$ cat src/tc8_pkg.sv
// tc8_pkg: constants and carrier types for the 8-bit timer/counter core
package tc8_pkg;

  // short i/o instruction window
  localparam logic [7:0] IO_BASE      = 8'h20;
  localparam logic [7:0] IO_WINDOW    = 8'h40;

  // data-space offsets
  localparam logic [7:0] OFS_SYNC_CTRL  = 8'h43;
  localparam logic [7:0] OFS_FLAG       = 8'h37;
  localparam logic [7:0] OFS_MASK       = 8'h70;
  localparam logic [7:0] OFS_CTRL_A     = 8'hB0;
  localparam logic [7:0] OFS_CTRL_B     = 8'hB1;
  localparam logic [7:0] OFS_COUNT      = 8'hB2;
  localparam logic [7:0] OFS_CMP_A      = 8'hB3;
  localparam logic [7:0] OFS_CMP_B      = 8'hB4;
  localparam logic [7:0] OFS_ASYNC_STAT = 8'hB6;

  // field positions
  localparam int SYNC_HOLD_BIT  = 7;
  localparam int ASYNC_PSR_BIT  = 1;
  localparam int SHARED_PSR_BIT = 0;
  localparam int FLAG_CMP_B     = 2;
  localparam int FLAG_CMP_A     = 1;
  localparam int FLAG_OVF       = 0;
  localparam int WAVE_BIT2_POS  = 3;
  localparam int ASYNC_SEL_BIT  = 5;

  // reset values
  localparam logic [7:0] RST_REG      = 8'h00;

  // counter extremes
  localparam logic [7:0] CNT_BOTTOM   = 8'h00;
  localparam logic [7:0] CNT_MAX      = 8'hFF;

  // clock select codes
  localparam logic [2:0] CS_STOP      = 3'h0;
  localparam logic [2:0] CS_DIRECT    = 3'h1;
  localparam logic [2:0] CS_DIV8      = 3'h2;
  localparam logic [2:0] CS_DIV32     = 3'h3;
  localparam logic [2:0] CS_DIV64     = 3'h4;
  localparam logic [2:0] CS_DIV128    = 3'h5;
  localparam logic [2:0] CS_DIV256    = 3'h6;

  // prescaler width and tap masks (all ones in the mask = tap fires)
  localparam int         PRE_W        = 10;
  localparam logic [9:0] MASK_DIV8    = 10'h007;
  localparam logic [9:0] MASK_DIV32   = 10'h01F;
  localparam logic [9:0] MASK_DIV64   = 10'h03F;
  localparam logic [9:0] MASK_DIV128  = 10'h07F;
  localparam logic [9:0] MASK_DIV256  = 10'h0FF;
  localparam logic [9:0] MASK_DIV1024 = 10'h3FF;

  // waveform modes
  localparam logic [2:0] WM_NORMAL    = 3'h0;
  localparam logic [2:0] WM_PC_MAX    = 3'h1;
  localparam logic [2:0] WM_CTC       = 3'h2;
  localparam logic [2:0] WM_FAST_MAX  = 3'h3;
  localparam logic [2:0] WM_PC_CMP    = 3'h5;
  localparam logic [2:0] WM_FAST_CMP  = 3'h7;

  // processor register access, one cycle per request
  typedef struct packed {
    logic       rd;
    logic       wr;
    logic       short_io;
    logic [7:0] addr;
    logic [7:0] wdata;
  } tc8_io_req_t;

endpackage : tc8_pkg

$ cat src/tc8_timer.sv
// tc8_timer: 8-bit timer/counter core with sync-control register
`timescale 1ns/1ps
`default_nettype none
module tc8_timer (
  // clock and reset
  input  wire logic                clk,
  input  wire logic                sys_rst,
  // processor register access
  input  wire tc8_pkg::tc8_io_req_t io_req,
  output logic [7:0]               io_rdata,
  // power reduction and oscillator pin
  input  wire logic                timer_power_gate,
  input  wire logic                osc_pin_one,
  // interrupt requests and service acknowledges
  input  wire logic [2:0]          irq_ack,
  output logic [2:0]               irq_req,
  // waveform generator signals
  output logic                     compare_a_match,
  output logic                     compare_b_match,
  output logic                     cnt_top,
  output logic                     cnt_bottom,
  // shared prescaler taps for the other timers
  output logic [3:0]               shared_taps
);

  ////////////////////////////////////////////////////////////////////////
  // register state
  logic [7:0] counter_value, compare_a_value, compare_b_value;
  logic [7:0] timer_control_a, timer_control_b;
  logic [2:0] timer_flag_register, timer_mask_register;
  logic       async_clock_select, sync_hold_mode;
  logic       shared_prescaler_reset, async_prescaler_reset;
  logic       dir_down, match_block;
  logic [7:0] next_counter_value, next_compare_a_value, next_compare_b_value;
  logic [7:0] next_timer_control_a, next_timer_control_b;
  logic [2:0] next_timer_flag_register, next_timer_mask_register;
  logic       next_async_clock_select, next_sync_hold_mode;
  logic       next_shared_prescaler_reset, next_async_prescaler_reset;
  logic       next_dir_down, next_match_block;
  logic [7:0] next_io_rdata;
  logic [3:0] next_shared_taps;

  // decoded access
  logic       io_hit, wr, rd;
  logic [7:0] addr_full;
  logic [7:0] wdata;

  // timing
  logic                      osc_s1, osc_s2, osc_s3, osc_rise, src_pulse;
  logic [tc8_pkg::PRE_W-1:0] apre, spre;
  logic [2:0]                clock_select_field, wave_mode;
  logic [7:0]                top_val;
  logic                      tap, tick;
  logic                      match_a, match_b;
  logic [2:0]                flag_set, flag_clr;
  logic                      cnt_wr;

  ////////////////////////////////////////////////////////////////////////
  // address decode: short i/o reaches only the 64 locations starting at IO_BASE
  always_comb begin
    io_hit    = 1'b1;
    addr_full = io_req.addr;
    if (io_req.short_io) begin
      io_hit    = (io_req.addr < tc8_pkg::IO_WINDOW);
      addr_full = 8'(io_req.addr + tc8_pkg::IO_BASE);
    end
  end

  assign wr     = io_req.wr && io_hit;
  assign rd     = io_req.rd && io_hit;
  assign wdata  = io_req.wdata;
  assign cnt_wr = wr && (addr_full == tc8_pkg::OFS_COUNT);

  ////////////////////////////////////////////////////////////////////////
  // oscillator pin synchroniser; the second and third stages feed the edge
  always_ff @(posedge clk) begin
    if (sys_rst) begin
      osc_s1 <= 1'b0;
      osc_s2 <= 1'b0;
      osc_s3 <= 1'b0;
    end else begin
      osc_s1 <= osc_pin_one;
      osc_s2 <= osc_s1;
      osc_s3 <= osc_s2;
    end
  end

  assign osc_rise  = osc_s2 && !osc_s3;
  // source into this timer's prescaler
  assign src_pulse = async_clock_select ? osc_rise : 1'b1;

  tc8_prescaler #(.W(tc8_pkg::PRE_W)) u_async_pre (
    .clk     (clk),
    .sys_rst (sys_rst),
    .clr     (async_prescaler_reset),
    .en      (src_pulse),
    .count   (apre)
  );

  // shared prescaler also clocks the other timers through shared_taps
  tc8_prescaler #(.W(tc8_pkg::PRE_W)) u_shared_pre (
    .clk     (clk),
    .sys_rst (sys_rst),
    .clr     (shared_prescaler_reset),
    .en      (1'b1),
    .count   (spre)
  );

  ////////////////////////////////////////////////////////////////////////
  // tick selection; a held async prescaler reset halts the counter
  assign clock_select_field = timer_control_b[2:0];
  assign wave_mode = {timer_control_b[tc8_pkg::WAVE_BIT2_POS],
                      timer_control_a[1:0]};

  always_comb begin
    case (clock_select_field)
      tc8_pkg::CS_STOP:   tap = 1'b0;
      tc8_pkg::CS_DIRECT: tap = src_pulse;
      tc8_pkg::CS_DIV8:   tap = ((apre & tc8_pkg::MASK_DIV8) == tc8_pkg::MASK_DIV8);
      tc8_pkg::CS_DIV32:  tap = ((apre & tc8_pkg::MASK_DIV32) == tc8_pkg::MASK_DIV32);
      tc8_pkg::CS_DIV64:  tap = ((apre & tc8_pkg::MASK_DIV64) == tc8_pkg::MASK_DIV64);
      tc8_pkg::CS_DIV128: tap = ((apre & tc8_pkg::MASK_DIV128) == tc8_pkg::MASK_DIV128);
      tc8_pkg::CS_DIV256: tap = ((apre & tc8_pkg::MASK_DIV256) == tc8_pkg::MASK_DIV256);
      default:            tap = (apre == tc8_pkg::MASK_DIV1024);
    endcase
  end

  // prescaler taps only count while the source pulses
  assign tick = tap && src_pulse && timer_power_gate
                && !async_prescaler_reset;

  // top is fixed max or compare A depending on mode
  assign top_val = (wave_mode == tc8_pkg::WM_CTC || wave_mode == tc8_pkg::WM_PC_CMP ||
                    wave_mode == tc8_pkg::WM_FAST_CMP) ? compare_a_value
                                                       : tc8_pkg::CNT_MAX;

  // comparators run every cycle, full 8-bit width
  assign match_a = (counter_value == compare_a_value);
  assign match_b = (counter_value == compare_b_value);

  ////////////////////////////////////////////////////////////////////////
  // next state: counter, registers and flags
  always_comb begin
    next_counter_value     = counter_value;
    next_dir_down          = dir_down;
    next_match_block       = match_block;
    next_compare_a_value   = compare_a_value;
    next_compare_b_value   = compare_b_value;
    next_timer_control_a   = timer_control_a;
    next_timer_control_b   = timer_control_b;
    next_timer_mask_register = timer_mask_register;
    next_async_clock_select = async_clock_select;
    next_sync_hold_mode    = sync_hold_mode;
    next_shared_prescaler_reset = shared_prescaler_reset;
    next_async_prescaler_reset  = async_prescaler_reset;
    flag_set = 3'h0;
    flag_clr = irq_ack;
    // counting on each tick
    if (tick) begin
      next_match_block = 1'b0;
      flag_set[tc8_pkg::FLAG_CMP_A] = match_a && !match_block;
      flag_set[tc8_pkg::FLAG_CMP_B] = match_b && !match_block;
      case (wave_mode)
        tc8_pkg::WM_CTC, tc8_pkg::WM_FAST_MAX, tc8_pkg::WM_FAST_CMP: begin
          next_counter_value = (counter_value == top_val) ? tc8_pkg::CNT_BOTTOM
                               : 8'(counter_value + 8'h01);
          flag_set[tc8_pkg::FLAG_OVF] = (wave_mode == tc8_pkg::WM_CTC)
                                        ? (counter_value == tc8_pkg::CNT_MAX)
                                        : (counter_value == top_val);
        end
        tc8_pkg::WM_PC_MAX, tc8_pkg::WM_PC_CMP: begin
          // dual slope; overflow when bottom is reached going down
          if (!dir_down) begin
            if (counter_value == top_val) begin
              next_dir_down      = 1'b1;
              next_counter_value = 8'(counter_value - 8'h01);
            end else begin
              next_counter_value = 8'(counter_value + 8'h01);
            end
          end else if (counter_value == tc8_pkg::CNT_BOTTOM) begin
            next_dir_down      = 1'b0;
            next_counter_value = 8'(counter_value + 8'h01);
          end else begin
            next_counter_value = 8'(counter_value - 8'h01);
            flag_set[tc8_pkg::FLAG_OVF] = (next_counter_value == tc8_pkg::CNT_BOTTOM);
          end
        end
        default: begin
          // normal and reserved codes: plain up count with wrap
          next_counter_value = 8'(counter_value + 8'h01);
          flag_set[tc8_pkg::FLAG_OVF] = (counter_value == tc8_pkg::CNT_MAX);
        end
      endcase
    end
    // hardware clears the reset bits unless held
    if (!sync_hold_mode) begin
      next_shared_prescaler_reset = 1'b0;
      next_async_prescaler_reset  = 1'b0;
    end
    // processor writes; a counter write wins over counting
    if (wr) begin
      case (addr_full)
        tc8_pkg::OFS_SYNC_CTRL: begin
          next_sync_hold_mode         = wdata[tc8_pkg::SYNC_HOLD_BIT];
          next_shared_prescaler_reset = wdata[tc8_pkg::SHARED_PSR_BIT];
          next_async_prescaler_reset  = wdata[tc8_pkg::ASYNC_PSR_BIT];
        end
        tc8_pkg::OFS_COUNT: begin
          next_counter_value = wdata;
          next_match_block   = 1'b1;
        end
        tc8_pkg::OFS_CMP_A:      next_compare_a_value = wdata;
        tc8_pkg::OFS_CMP_B:      next_compare_b_value = wdata;
        tc8_pkg::OFS_CTRL_A:     next_timer_control_a = {6'h00, wdata[1:0]};
        tc8_pkg::OFS_CTRL_B:     next_timer_control_b = {4'h0, wdata[3:0]};
        tc8_pkg::OFS_MASK:       next_timer_mask_register = wdata[2:0];
        tc8_pkg::OFS_ASYNC_STAT: next_async_clock_select = wdata[tc8_pkg::ASYNC_SEL_BIT];
        tc8_pkg::OFS_FLAG:       flag_clr = flag_clr | wdata[2:0];
        default: ;
      endcase
    end
    // a set arriving with its clear is kept
    next_timer_flag_register = (timer_flag_register & ~flag_clr) | flag_set;
  end

  // read mux; reads have no side effects
  always_comb begin
    next_io_rdata = 8'h00;
    if (rd) begin
      case (addr_full)
        tc8_pkg::OFS_SYNC_CTRL: next_io_rdata = {sync_hold_mode, 5'h00,
                                  async_prescaler_reset, shared_prescaler_reset};
        tc8_pkg::OFS_COUNT:      next_io_rdata = counter_value;
        tc8_pkg::OFS_CMP_A:      next_io_rdata = compare_a_value;
        tc8_pkg::OFS_CMP_B:      next_io_rdata = compare_b_value;
        tc8_pkg::OFS_CTRL_A:     next_io_rdata = timer_control_a;
        tc8_pkg::OFS_CTRL_B:     next_io_rdata = timer_control_b;
        tc8_pkg::OFS_FLAG:       next_io_rdata = {5'h00, timer_flag_register};
        tc8_pkg::OFS_MASK:       next_io_rdata = {5'h00, timer_mask_register};
        tc8_pkg::OFS_ASYNC_STAT: next_io_rdata = {2'h0, async_clock_select, 5'h00};
        default:                 next_io_rdata = 8'h00;
      endcase
    end
  end

  // shared taps are quiet while their prescaler is held in reset
  always_comb begin
    next_shared_taps = 4'h0;
    if (!shared_prescaler_reset) begin
      next_shared_taps = {spre == tc8_pkg::MASK_DIV1024,
                          (spre & tc8_pkg::MASK_DIV256) == tc8_pkg::MASK_DIV256,
                          (spre & tc8_pkg::MASK_DIV64) == tc8_pkg::MASK_DIV64,
                          (spre & tc8_pkg::MASK_DIV8) == tc8_pkg::MASK_DIV8};
    end
  end

  ////////////////////////////////////////////////////////////////////////
  // state and output registers
  always_ff @(posedge clk) begin
    if (sys_rst) begin
      counter_value          <= tc8_pkg::RST_REG;
      compare_a_value        <= tc8_pkg::RST_REG;
      compare_b_value        <= tc8_pkg::RST_REG;
      timer_control_a        <= tc8_pkg::RST_REG;
      timer_control_b        <= tc8_pkg::RST_REG;
      timer_flag_register    <= 3'h0;
      timer_mask_register    <= 3'h0;
      async_clock_select     <= 1'b0;
      sync_hold_mode         <= 1'b0;
      shared_prescaler_reset <= 1'b0;
      async_prescaler_reset  <= 1'b0;
      dir_down               <= 1'b0;
      match_block            <= 1'b0;
      io_rdata               <= 8'h00;
      irq_req                <= 3'h0;
      compare_a_match        <= 1'b0;
      compare_b_match        <= 1'b0;
      cnt_top                <= 1'b0;
      cnt_bottom             <= 1'b0;
      shared_taps            <= 4'h0;
    end else begin
      counter_value          <= next_counter_value;
      compare_a_value        <= next_compare_a_value;
      compare_b_value        <= next_compare_b_value;
      timer_control_a        <= next_timer_control_a;
      timer_control_b        <= next_timer_control_b;
      timer_flag_register    <= next_timer_flag_register;
      timer_mask_register    <= next_timer_mask_register;
      async_clock_select     <= next_async_clock_select;
      sync_hold_mode         <= next_sync_hold_mode;
      shared_prescaler_reset <= next_shared_prescaler_reset;
      async_prescaler_reset  <= next_async_prescaler_reset;
      dir_down               <= next_dir_down;
      match_block            <= next_match_block;
      io_rdata               <= next_io_rdata;
      irq_req                <= next_timer_flag_register & next_timer_mask_register;
      compare_a_match        <= match_a;
      compare_b_match        <= match_b;
      cnt_top                <= (counter_value == tc8_pkg::CNT_MAX);
      cnt_bottom             <= (counter_value == tc8_pkg::CNT_BOTTOM);
      shared_taps            <= next_shared_taps;
    end
  end

  logic sync_wr;
  assign sync_wr = wr && (addr_full == tc8_pkg::OFS_SYNC_CTRL);
endmodule : tc8_timer
`default_nettype wire

$ cat src/tc8_prescaler.sv
// tc8_prescaler: free-running prescaler counter with synchronous clear
`timescale 1ns/1ps
`default_nettype none
module tc8_prescaler #(
  parameter int W = 10
) (
  // clock and reset
  input  wire logic         clk,
  input  wire logic         sys_rst,
  // control
  input  wire logic         clr,
  input  wire logic         en,
  // state
  output logic [W-1:0]      count
);

  logic [W-1:0] next_count;

  // clear beats advance so a held reset freezes every tap
  always_comb begin
    next_count = count;
    if (clr) begin
      next_count = '0;
    end else if (en) begin
      next_count = W'(count + 1'b1);
    end
  end

  always_ff @(posedge clk) begin
    if (sys_rst) begin
      count <= '0;
    end else begin
      count <= next_count;
    end
  end

endmodule : tc8_prescaler
`default_nettype wire

$ cat config.mk
export PLATFORM = sky130hd
export DESIGN_NAME = tc8_timer
export DESIGN_NICKNAME = d
export VERILOG_FILES = /design/src/tc8_pkg.sv /design/src/tc8_timer.sv /design/src/tc8_prescaler.sv
export SDC_FILE = /design/constraint.sdc
export NUM_CORES = 1
export LEC_CHECK = 0
export ABC_AREA = 0
export CAP_MARGIN = 20
export CORE_MARGIN = 1.5
export CORE_UTILIZATION = 50
export CTS_BUF_LIST = sky130_fd_sc_hd__clkbuf_4
export DETAILED_ROUTE_END_ITERATION = 8
export DONT_BUFFER_PORTS = 1
export PLACE_DENSITY = 0.69
export SYNTH_ARGS = -nofsm -noshare
export SYNTH_HDL_FRONTEND = slang
export SYNTH_SLANG_ARGS = --single-unit
export TNS_END_PERCENT = 50
$ cat constraint.sdc
create_clock -name clk -period 3.45 [get_ports clk]
set_input_delay 0.69 -clock clk [delete_from_list [all_inputs] [get_ports clk]]
set_output_delay 0.69 -clock clk [all_outputs]
set_load 0.02 [all_outputs]
# Word level (Yosys, flattened, before mapping)
# Cells that the tools add are included.
# Widths: inputs -> output; s select.
dict set report word_totals {
  word_cells 134
  reg_bits 84
  input_bits 26
  output_inout_bits 19
}
dict set report op_classes {
  n_lt_le_gt_ge 1
  n_addsub 5
  mux 35
  bitwise 6
  n_reduce_logical 28
  n_eq_ne 34
}
# cell count
set ops {}
lappend ops {{$eq 8x8->1 const B} 9}
lappend ops {{$mux 8} 9}
lappend ops {{$pmux 8 s9} 1}
lappend ops {{$eq 8x8->1} 3}
lappend ops {{$eq 3x3->1 const B} 7}
lappend ops {{$add 10x1->10 const B} 2}
lappend ops {{$eq 10x10->1 const B} 2}
lappend ops {{$mux 1} 17}
lappend ops {{$eq 8x7->1 const B} 2}
lappend ops {{$logic_not 8->1} 2}
lappend ops {{$pmux 8 s2} 1}
lappend ops {{$mux 3} 5}
lappend ops {{$reduce_and 2->1} 7}
lappend ops {{$eq 3x2->1 const B} 4}
lappend ops {{$eq 6x6->1 const B} 2}
lappend ops {{$add 8x1->8 const B} 1}
lappend ops {{$add 8x6->8 const B} 1}
lappend ops {{$eq 8x6->1 const B} 1}
lappend ops {{$logic_and 1x1->1} 8}
lappend ops {{$lt 8x7->1 const B} 1}
lappend ops {{$reduce_or 2->1} 4}
lappend ops {{$sub 8x1->8 const B} 1}
lappend ops {{$eq 7x7->1 const B} 1}
lappend ops {{$pmux 1 s7} 1}
lappend ops {{other kinds (11)} 17}

# Logic depth before layout (Yosys ltp)
# Gate-level depths: netlist of the first run.
dict set report depth {
  depth_word 11
  mapped_depth 11
  ltp_nobuf 10
}

# Cells and area by module
# From an unflattened synthesis of the first run, not the netlist that was laid out.
dict set report hier_totals {
  cells_unflattened 520
  area_unflattened_um2 4540.6
}
# mod area_per_inst_um2 n_inst seq_area_each_um2 cells_per_inst
set by_module_without_submodules {}
lappend by_module_without_submodules {tc8_timer 3657.3 1 1281.2 424}
lappend by_module_without_submodules {tc8_prescaler 441.7 2 200.2 48}

# Least setup slack after synthesis of the first run
# Ideal clock, no wire load.
dict set report synth_path {
  path_kind {input-to-reg}
  from {input io_req[13] in the netlist's numbering}
  to {register compare_a_value[7]}
  n_path_buf 1
  t_required_ps 3322
  setup_time_ps 128
  slack_ps 909
  path_stages 9
  arrival_time_ps 2414
  path_cell_list {ha_1 > nor3b_1 > o21a_1 > and3_1 > buf_4 > nand2_2 > nor2_2 > mux2i_1 > nor2_1}
}
dict set report synth_between {
  elab_chain_len 4
  word_cells_on_any_way 7
  classes_between {add/sub: 1; order compare: 1; eq/ne: 1; mux: 2; reduce/logical: 2}
}
# item line
set synth_lines {}
lappend synth_lines {{start: declaration} tc8_timer.sv:9} ;# input wire tc8_pkg::tc8_io_req_t io_req,
lappend synth_lines {{$add 8x6->8 or $lt 8x7->1 (tied branches)} {tc8_timer.sv:65, tc8_timer.sv:64}}
lappend synth_lines {{$mux 8 or $mux 1 (tied branches)} tc8_timer.sv:63} ;# if (io_req.short_io) begin
lappend synth_lines {{$eq 8x8->1 or $logic_and 1x1->1 (tied branches)} {tc8_timer.sv:202, tc8_timer.sv:69}}
lappend synth_lines {{$reduce_and 2->1 (no line) *} --}
lappend synth_lines {{end signal: assignment} tc8_timer.sv:262} ;# compare_a_value <= tc8_pkg::RST_REG;
lappend synth_lines {{end signal: assignment} tc8_timer.sv:283} ;# compare_a_value <= next_compare_a_value;
lappend synth_lines {{end: declaration} tc8_timer.sv:28} ;# logic [7:0] counter_value, compare_a_value, compare_b_value;
# Every way passes the cells marked *; elsewhere a longest branch is shown, timed or not.
# A chain may end at the register's enable or synchronous reset.

# Worst setup path in the final report of the first run
dict set report layout_path {
  from {register counter_value[1]}
  to {register irq_req[0]}
}
dict set report layout_between {
  elab_chain_len 8
  word_cells_on_any_way 12
  classes_between {add/sub: 1; eq/ne: 2; mux: 5; bitwise: 2; reduce/logical: 2}
}
# item line
set layout_lines {}
lappend layout_lines {{start: declaration} tc8_timer.sv:28}
lappend layout_lines {{start signal: assignment} tc8_timer.sv:261} ;# counter_value <= tc8_pkg::RST_REG;
lappend layout_lines {{start signal: assignment} tc8_timer.sv:282} ;# counter_value <= next_counter_value;
lappend layout_lines {{$sub 8x1->8} tc8_timer.sv:184} ;# next_counter_value = 8'(counter_value - 8'h01);
lappend layout_lines {{$logic_not 8->1} tc8_timer.sv:185} ;# flag_set[tc8_pkg::FLAG_OVF] = (next_counter_value == tc8_pkg::CNT_BOTTOM);
lappend layout_lines {{$mux 1} tc8_timer.sv:180} ;# end else if (counter_value == tc8_pkg::CNT_BOTTOM) begin
lappend layout_lines {{$mux 1} tc8_timer.sv:173} ;# if (!dir_down) begin
lappend layout_lines {{$pmux 1 s2 *} tc8_timer.sv:163} ;# case (wave_mode)
lappend layout_lines {{$mux 3 *} tc8_timer.sv:159} ;# if (tick) begin
lappend layout_lines {{$or 3x3->3 *} tc8_timer.sv:223} ;# next_timer_flag_register = (timer_flag_register & ~flag_clr) | flag_set;
lappend layout_lines {{$and 3x3->3 *} tc8_timer.sv:296} ;# irq_req <= next_timer_flag_register & next_timer_mask_register;
lappend layout_lines {{end signal: assignment} tc8_timer.sv:296}
lappend layout_lines {{end: declaration} tc8_timer.sv:16} ;# output logic [2:0] irq_req,
# Marked as above.

==> impl_metrics.toml, run 1 <==
[final_layout]
final_cells = 632
multiInputGateArea_um2 = 2630
nNetsFinal = 555
fin_area_um2 = 4700
fillerInstances = 819
layout.cells.most_common_list = "sky130_fd_sc_hd__dfxtp_1, sky130_fd_sc_hd__nor2_1, sky130_fd_sc_hd__nand2_1"
mostFrequentLayoutCell = "sky130_fd_sc_hd__dfxtp_1"
signed_area_change_from_the_synthesized_netlist_to_the_final_layout_pct = 4.13
area.sequential_um2 = 1680
diodes = 0
layout-drive-gt1-share_pct = 8.97

[sta]
worst_slew_pin_slew_ps = 726
timing.setup.tns_ps = 0
finalMaxSlewViolations = 0
fin_hold_ws_ps = 289
rsz0062_at_grt = "false"
min_period_over_period_pct = 77.3
finalWorstPathRequiredPeriod_ps = 2670
worst_clock_skew_ps = 23.0
final-setup-viol-count = 0
timing.final.hold_violations = 0
normalized_max_slew_margin_pct = 51.5
maxClockFrequency_ghz = 0.375

[detailed_routing]
drt-vias-per-instance = 6.15
wl_per_cell_um = 17.2
vias = 3889
drc = 0
drt_initial_violations = 304
ant_nets = 0
totalWireLength_um = 10900
drt_pass1_iterations = 6

[clock_network]
hold_buffers = 0
cts-root-to-sink-buffers = 2
cts_root_buffer = "sky130_fd_sc_hd__clkbuf_4"
clock_latency_at_the_later_pin_of_the_worst_skew_pair_ps = 460
clock_transition_time_at_the_flip_flop_clock_pins_of_the_worst_setup_and_hold_paths_ps = 160
cts.repair_timing.setup_buffer_count = 0
cts_buffers = 9
htree_levels = 3
numClockSinks = 84
tritoncts = "built"
cts_resized = 0

[critical_path]
worst_path_max_delay_cell = "sky130_fd_sc_hd__ha_1"
critical_path_class = "flip-flop to flip-flop"
setup.worst_path.end_class = "flip-flop"
cp_cell_sequence = "inv_1 > ha_1 > nor3b_1 > xor2_1 > nor3_1 > nand4_1 > o21ai_0 > o21ai_0 > a211oi_1"
register_to_register_path_depth = 9
crit_path_max_fanout = 10
start_kind = "flip-flop"
critical_path.n_buffers_inverters = 1
reg2reg_from = "counter_value[1]$_SDFF_PP0_"
cpLargestDelayFamily = "compound AO/OA/AOI/OAI gates"
crit_path_frequent_cell = "sky130_fd_sc_hd__o21ai_0"
critical_path.reg2reg.endpoint = "irq_req[0]$_SDFF_PP0_"
worstPathArrival_ps = 3040
r2r_slack_ps = 780
critical_path_required_ps = 3830
critical_path.max_stage_delay_ps = 420

[synth]
yosysTopAreaCell = "sky130_fd_sc_hd__dfxtp_1"
warnings_synthesis = 0
synth.net_count = 568
primary_ff_master_synth = "sky130_fd_sc_hd__dfxtp_1"
synth_edf_count = 0
synth_cell_types = 69
yosys_register_bits = 84
post_synth_main_area_contributors = "sky130_fd_sc_hd__dfxtp_1, sky130_fd_sc_hd__nor2_1, sky130_fd_sc_hd__mux2i_1"
ys_seq_area_share_pct = 37.3
post-synth-top-area-fraction_pct = 37.3
synthesis.area_um2 = 4510
syn_avg_cell_area_um2 = 8.48
postSynth.asyncResetShare_pct = 0
synthCells = 532

[placed_design]
placed_cells = 616
port_buffers = 0
dpl_cell_area_um2 = 4550
finalWeightedCongestion = 0.914
place.detailed.hpwl_um = 7830

[hold_path]
whs_path_cells = 1
worstHoldPathType = "input pin to flip-flop"
hold_end = "compare_b_value[0]$_SDFFE_PP0P_"
worstHoldStart = "sys_rst"

[floorplanning]
i_o_pins = 45
die_y_um = 98.0
die_w_um = 98.0
core-area_um2 = 8720
die_area_um2 = 9600
initial_core_utilization_pct = 51.7
rows = 34

[global_route]
first_global_vias = 3636
grt_overflow = 0
grt_antenna_before_repair = 0
global_route_wire_length_before_repair_um = 18000
grt_max_degree = 57
grt_util_all_layers_pct = 23.2

[status]
outcome = "complete, no violations"

[pwr]
pwr_density_cell_nw_per_um2 = 356
power_leakage_nw = 1.73
post-layout-total-power_mw = 1.67
ir_worst_vdd_v = 0.000216

[job]
drv_cap = 0
-- flip-flops by register name, summed over array words and instances, names as in the netlist, 2 cells and up --
signal,count
shared_taps,4
compare_b_value,8
irq_req,3
timer_mask_register,3
timer_flag_register,3
timer_control_b,4
u_shared_pre.count,10
timer_control_a,2
counter_value,8
io_rdata,8
compare_a_value,8
u_async_pre.count,10
-- report_power, final --
part | internal [mW] | switching, mW
sequential | 0.984 | 0.0208
combinational | 0.0402 | 0.0522
clock | 0.174 | 0.399
-- how the worst max path moves through the flow --
stage                                     start                               to  slack (ps)  cells after the start
global placement                     io_req[13]      counter_value[2]$_SDFF_PP0_         700                      9
global route        counter_value[6]$_SDFF_PP0_      counter_value[6]$_SDFF_PP0_         550                      7
floorplan                            io_req[13]  compare_a_value[7]$_SDFFE_PP0P_         910                      9
CTS                 counter_value[6]$_SDFF_PP0_      counter_value[6]$_SDFF_PP0_         830                      7
finish              counter_value[1]$_SDFF_PP0_            irq_req[0]$_SDFF_PP0_         780                      9
detailed placement                   io_req[13]      counter_value[2]$_SDFF_PP0_         640                      9
-- worst register-to-register path, stage by stage, from the launching register on --
cell,delay (ps)
sky130_fd_sc_hd__dfxtp_1,340
sky130_fd_sc_hd__inv_1,200
sky130_fd_sc_hd__ha_1,420
sky130_fd_sc_hd__nor3b_1,270
sky130_fd_sc_hd__xor2_1,140
sky130_fd_sc_hd__nor3_1,260
sky130_fd_sc_hd__nand4_1,150
sky130_fd_sc_hd__o21ai_0,250
sky130_fd_sc_hd__o21ai_0,270
sky130_fd_sc_hd__a211oi_1,290
-- final cells by class --
class                           instances  share of cell area [%]
Multi-Input combinational cell        402                    55.9
Sequential cell                        84                    35.8
Tap cell                              108                    2.88
Clock inverter                          7                    1.62
Clock buffer                            9                    1.44
Timing Repair Buffer                    8                    1.28
Inverter                               14                    1.12
-- per-layer routing --
metal / GRT usage, % / part of all wire [%]
met5: 0 / 0
met2: 36.5 / 46
met4: 11.0 / 2.8
met1: 30.8 / 45
met3: 4.29 / 6.7
-- cell usage after synthesis (3+ instances only) --
master,number
sky130_fd_sc_hd__nor4_1,5
sky130_fd_sc_hd__and3_1,11
sky130_fd_sc_hd__a31oi_1,9
sky130_fd_sc_hd__a221oi_1,3
sky130_fd_sc_hd__or2_2,3
sky130_fd_sc_hd__nand3_1,30
sky130_fd_sc_hd__xnor2_1,11
sky130_fd_sc_hd__mux2i_1,23
sky130_fd_sc_hd__buf_2,4
sky130_fd_sc_hd__or3_1,4
sky130_fd_sc_hd__and4_1,3
sky130_fd_sc_hd__xor2_1,19
sky130_fd_sc_hd__nor2_1,68
sky130_fd_sc_hd__a21oi_1,29
sky130_fd_sc_hd__nor3b_1,4
sky130_fd_sc_hd__nand2_1,40
sky130_fd_sc_hd__inv_1,13
sky130_fd_sc_hd__o21ai_0,19
sky130_fd_sc_hd__nand2b_1,6
sky130_fd_sc_hd__buf_4,3
sky130_fd_sc_hd__nand4_1,6
sky130_fd_sc_hd__ha_1,10
sky130_fd_sc_hd__o31ai_1,4
sky130_fd_sc_hd__a311oi_1,6
sky130_fd_sc_hd__and2_1,6
sky130_fd_sc_hd__mux2_2,3
sky130_fd_sc_hd__a22oi_1,5
sky130_fd_sc_hd__clkbuf_1,22
sky130_fd_sc_hd__dfxtp_1,84
sky130_fd_sc_hd__a211oi_1,5
sky130_fd_sc_hd__a32oi_1,3
sky130_fd_sc_hd__nor2b_1,12
sky130_fd_sc_hd__nor3_1,14
-- per-stage QoR --
step	utilization (%)	worst slack (ps)
CTS	53.9	834
finish	53.9	784
detailed placement	52.2	637
global route	53.9	555
global placement	52.2	700
floorplan	-	909
-- logic make-up (layout without fill, tap and decap cells) --
group	Yosys count	after routing	synth area share [%]
DFF	84	84	37.3
and+or+nand+nor	229	229	26.4
adders and majority gates	10	10	2.77
buffers and inverters	46	38	4.55
AOI/OAI and AO/OA	105	105	16.3
xor gates and xnor gates	30	30	5.82
muxes	28	28	6.85
No activity file was read; power rests on OpenSTA's default activity.
==> run 2, diff against run 1 <==
==> constraint.sdc (replaced) <==
create_clock -name clk -period 2.8 [get_ports clk]
set_input_delay 0.56 -clock clk [delete_from_list [all_inputs] [get_ports clk]]
set_output_delay 0.56 -clock clk [all_outputs]
set_load 0.02 [all_outputs]
==> run 2 against run 1 <==
Die area is the same. Critical path type unchanged. Clock skew rose by 4.9 ps. Register-to-register slack got worse by 500 ps. First-iteration DRC count grew 21%. Total power rose by 23%. Highest routed layer unchanged. Critical endpoint is now counter_value[6]$_SDFF_PP0_. Global-route usage grew 0.61 points. Sequential share of layout area is 0.57 points lower. Flip-flop and latch count is the same. Count of clock-buffer cells in the layout unchanged. Critical path depth fell by 2. Combinational power is 33% higher. Via count decreased by 0.28%.
==> impl_metrics.toml, run 2 (same netlist as run 1, synthesis figures left out) <==
[sta]
timing.setup.tns_ps = 0
final-setup-viol-count = 0
normalized_max_slew_margin_pct = 59.4
finalMaxSlewViolations = 0
min_period_over_period_pct = 90.0
post-route-worst-setup-slack_ps = 280
maxClockFrequency_ghz = 0.397
finalWorstPathRequiredPeriod_ps = 2520
worst_slew_pin_slew_ps = 607
fin_hold_ws_ps = 165
timing.final.hold_violations = 0
rsz0062_at_grt = "false"
worst_clock_skew_ps = 27.9

[final_layout]
biggestRegsByFlops = "u_async_pre.count x10, u_shared_pre.count x10"
signed_area_change_from_the_synthesized_netlist_to_the_final_layout_pct = 5.82
layout-drive-gt1-share_pct = 10.5
layout.cells.most_common_list = "sky130_fd_sc_hd__dfxtp_1, sky130_fd_sc_hd__nor2_1, sky130_fd_sc_hd__nand2_1"
nNetsFinal = 564
fillerInstances = 790
final_cells = 642
area.sequential_um2 = 1680
fin_area_um2 = 4770
mostFrequentLayoutCell = "sky130_fd_sc_hd__dfxtp_1"
multiInputGateArea_um2 = 2630
post_layout_util_pct = 54.7

[pwr]
pwr_density_cell_nw_per_um2 = 431
post-layout-total-power_mw = 2.06
ir_worst_vdd_v = 0.000205
power_leakage_nw = 1.77

[floorplanning]
die_w_um = 98.0
rows = 34
die_y_um = 98.0
initial_core_utilization_pct = 51.7
core-area_um2 = 8720
i_o_pins = 45
die_area_um2 = 9600

[placed_design]
placement.setup.worst_slack_ps = 290
port_buffers = 0
dpl_cell_area_um2 = 4630
finalWeightedCongestion = 0.956
place.detailed.hpwl_um = 8040
placed_cells = 625

[critical_path]
start_kind = "flip-flop"
critical_path_required_ps = 3160
critical_path.n_buffers_inverters = 0
register_to_register_path_depth = 7
critical_path.max_stage_delay_ps = 740
critical_path_class = "flip-flop to flip-flop"
worst_path_max_delay_cell = "sky130_fd_sc_hd__dfxtp_1"
setup.worst_path.end_class = "flip-flop"
critical_path.reg2reg.endpoint = "counter_value[6]$_SDFF_PP0_"
cp_cell_sequence = "nor2b_4 > a2111oi_4 > nand4_1 > o32ai_2 > and2b_4 > nand4_1 > a311oi_1"
cpLargestDelayFamily = "compound AO/OA/AOI/OAI gates"
worstPathArrival_ps = 2880
r2r_slack_ps = 280
crit_path_max_fanout = 12
crit_path_frequent_cell = "sky130_fd_sc_hd__nand4_1"
reg2reg_from = "counter_value[4]$_SDFF_PP0_"

[clock_network]
cts_root_buffer = "sky130_fd_sc_hd__clkbuf_4"
tritoncts = "built"
clock_transition_time_at_the_flip_flop_clock_pins_of_the_worst_setup_and_hold_paths_ps = 160
cts-root-to-sink-buffers = 2
clock_latency_at_the_later_pin_of_the_worst_skew_pair_ps = 440
htree_levels = 3
cts_resized = 0
cts_buffers = 9
hold_buffers = 0
numClockSinks = 84
cts.repair_timing.setup_buffer_count = 0

[detailed_routing]
drt-vias-per-instance = 6.04
drt_pass1_iterations = 5
ant_nets = 0
totalWireLength_um = 11100
drc = 0
wl_per_cell_um = 17.3
drt_initial_violations = 367
vias = 3878

[global_route]
grt.met2_usage_pct = 37.5
grt_util_all_layers_pct = 23.8
highest_utilization_routing_layer_at_the_global_route_stage = "met2"
first_global_vias = 3566
grt_max_degree = 57
grt_overflow = 0
global_route_wire_length_before_repair_um = 18300
grt_antenna_before_repair = 1
grtUsageMet3_pct = 5.01
gr-usage-met1_pct = 32.9

[hold_path]
hold_end = "compare_b_value[2]$_SDFFE_PP0P_"
worstHoldStart = "sys_rst"
worstHoldPathType = "input pin to flip-flop"
whs_path_cells = 1

[status]
outcome = "complete, no violations"

[job]
drv_cap = 0
run 2: changes by cell type in the layout (fill, tap and decap cells not counted), sizes merged:
cell | previous run | this run
buf | 8 | 17
diode | 0 | 1
clkinv | 3 | 1
inv | 18 | 17
clkinvlp | 0 | 3
run 2: metal layers:
| metal | part of all wire [%] | up-vias |
|---|---|---|
| met2 | 46 | 158 |
| met3 | 7.3 | 18 |
| met1 | 45 | 1812 |
| met4 | 1.7 | 0 |
| li1 | - | 1890 |
| met5 | 0 | - |
run 2: worst register-to-register path, cell delays in order, from the launching register on:
cell and delay [ps]:
sky130_fd_sc_hd__dfxtp_1 740, sky130_fd_sc_hd__nor2b_4 100, sky130_fd_sc_hd__a2111oi_4 360, sky130_fd_sc_hd__nand4_1 150, sky130_fd_sc_hd__o32ai_2 480, sky130_fd_sc_hd__and2b_4 270
sky130_fd_sc_hd__nand4_1 100, sky130_fd_sc_hd__a311oi_1 260
run 2: worst max path at each step:
stage	slack (ps)	to	depth (start not counted)	start
floorplan	390	compare_a_value[7]$_SDFFE_PP0P_	9	io_req[13]
global placement	370	io_rdata[1]$_SDFF_PP0_	8	io_req[13]
detailed placement	290	io_rdata[1]$_SDFF_PP0_	8	io_req[13]
CTS	320	counter_value[6]$_SDFF_PP0_	7	counter_value[4]$_SDFF_PP0_
global route	130	counter_value[5]$_SDFF_PP0_	6	counter_value[4]$_SDFF_PP0_
finish	280	counter_value[6]$_SDFF_PP0_	7	counter_value[4]$_SDFF_PP0_
run 2: power breakdown:
part | internal (mW) | total, mW | switching (mW)
sequential | 1.21 | 1.23 | 0.0193
clock | 0.205 | 0.701 | 0.496
combinational | 0.0529 | 0.123 | 0.0703
total | 1.47 | 2.06 | 0.586
run 2: cell type report:
| type | instances | area share (%) |
|---|---|---|
| multi-input cells | 402 | 55.0 |
| flip-flops and latches | 84 | 35.2 |
| repair buffers | 17 | 2.94 |
| well taps | 108 | 2.83 |
| clock inverters | 7 | 1.47 |
| clock buffers | 9 | 1.42 |
| inverters | 14 | 1.10 |
| diodes | 1 | 0.0524 |
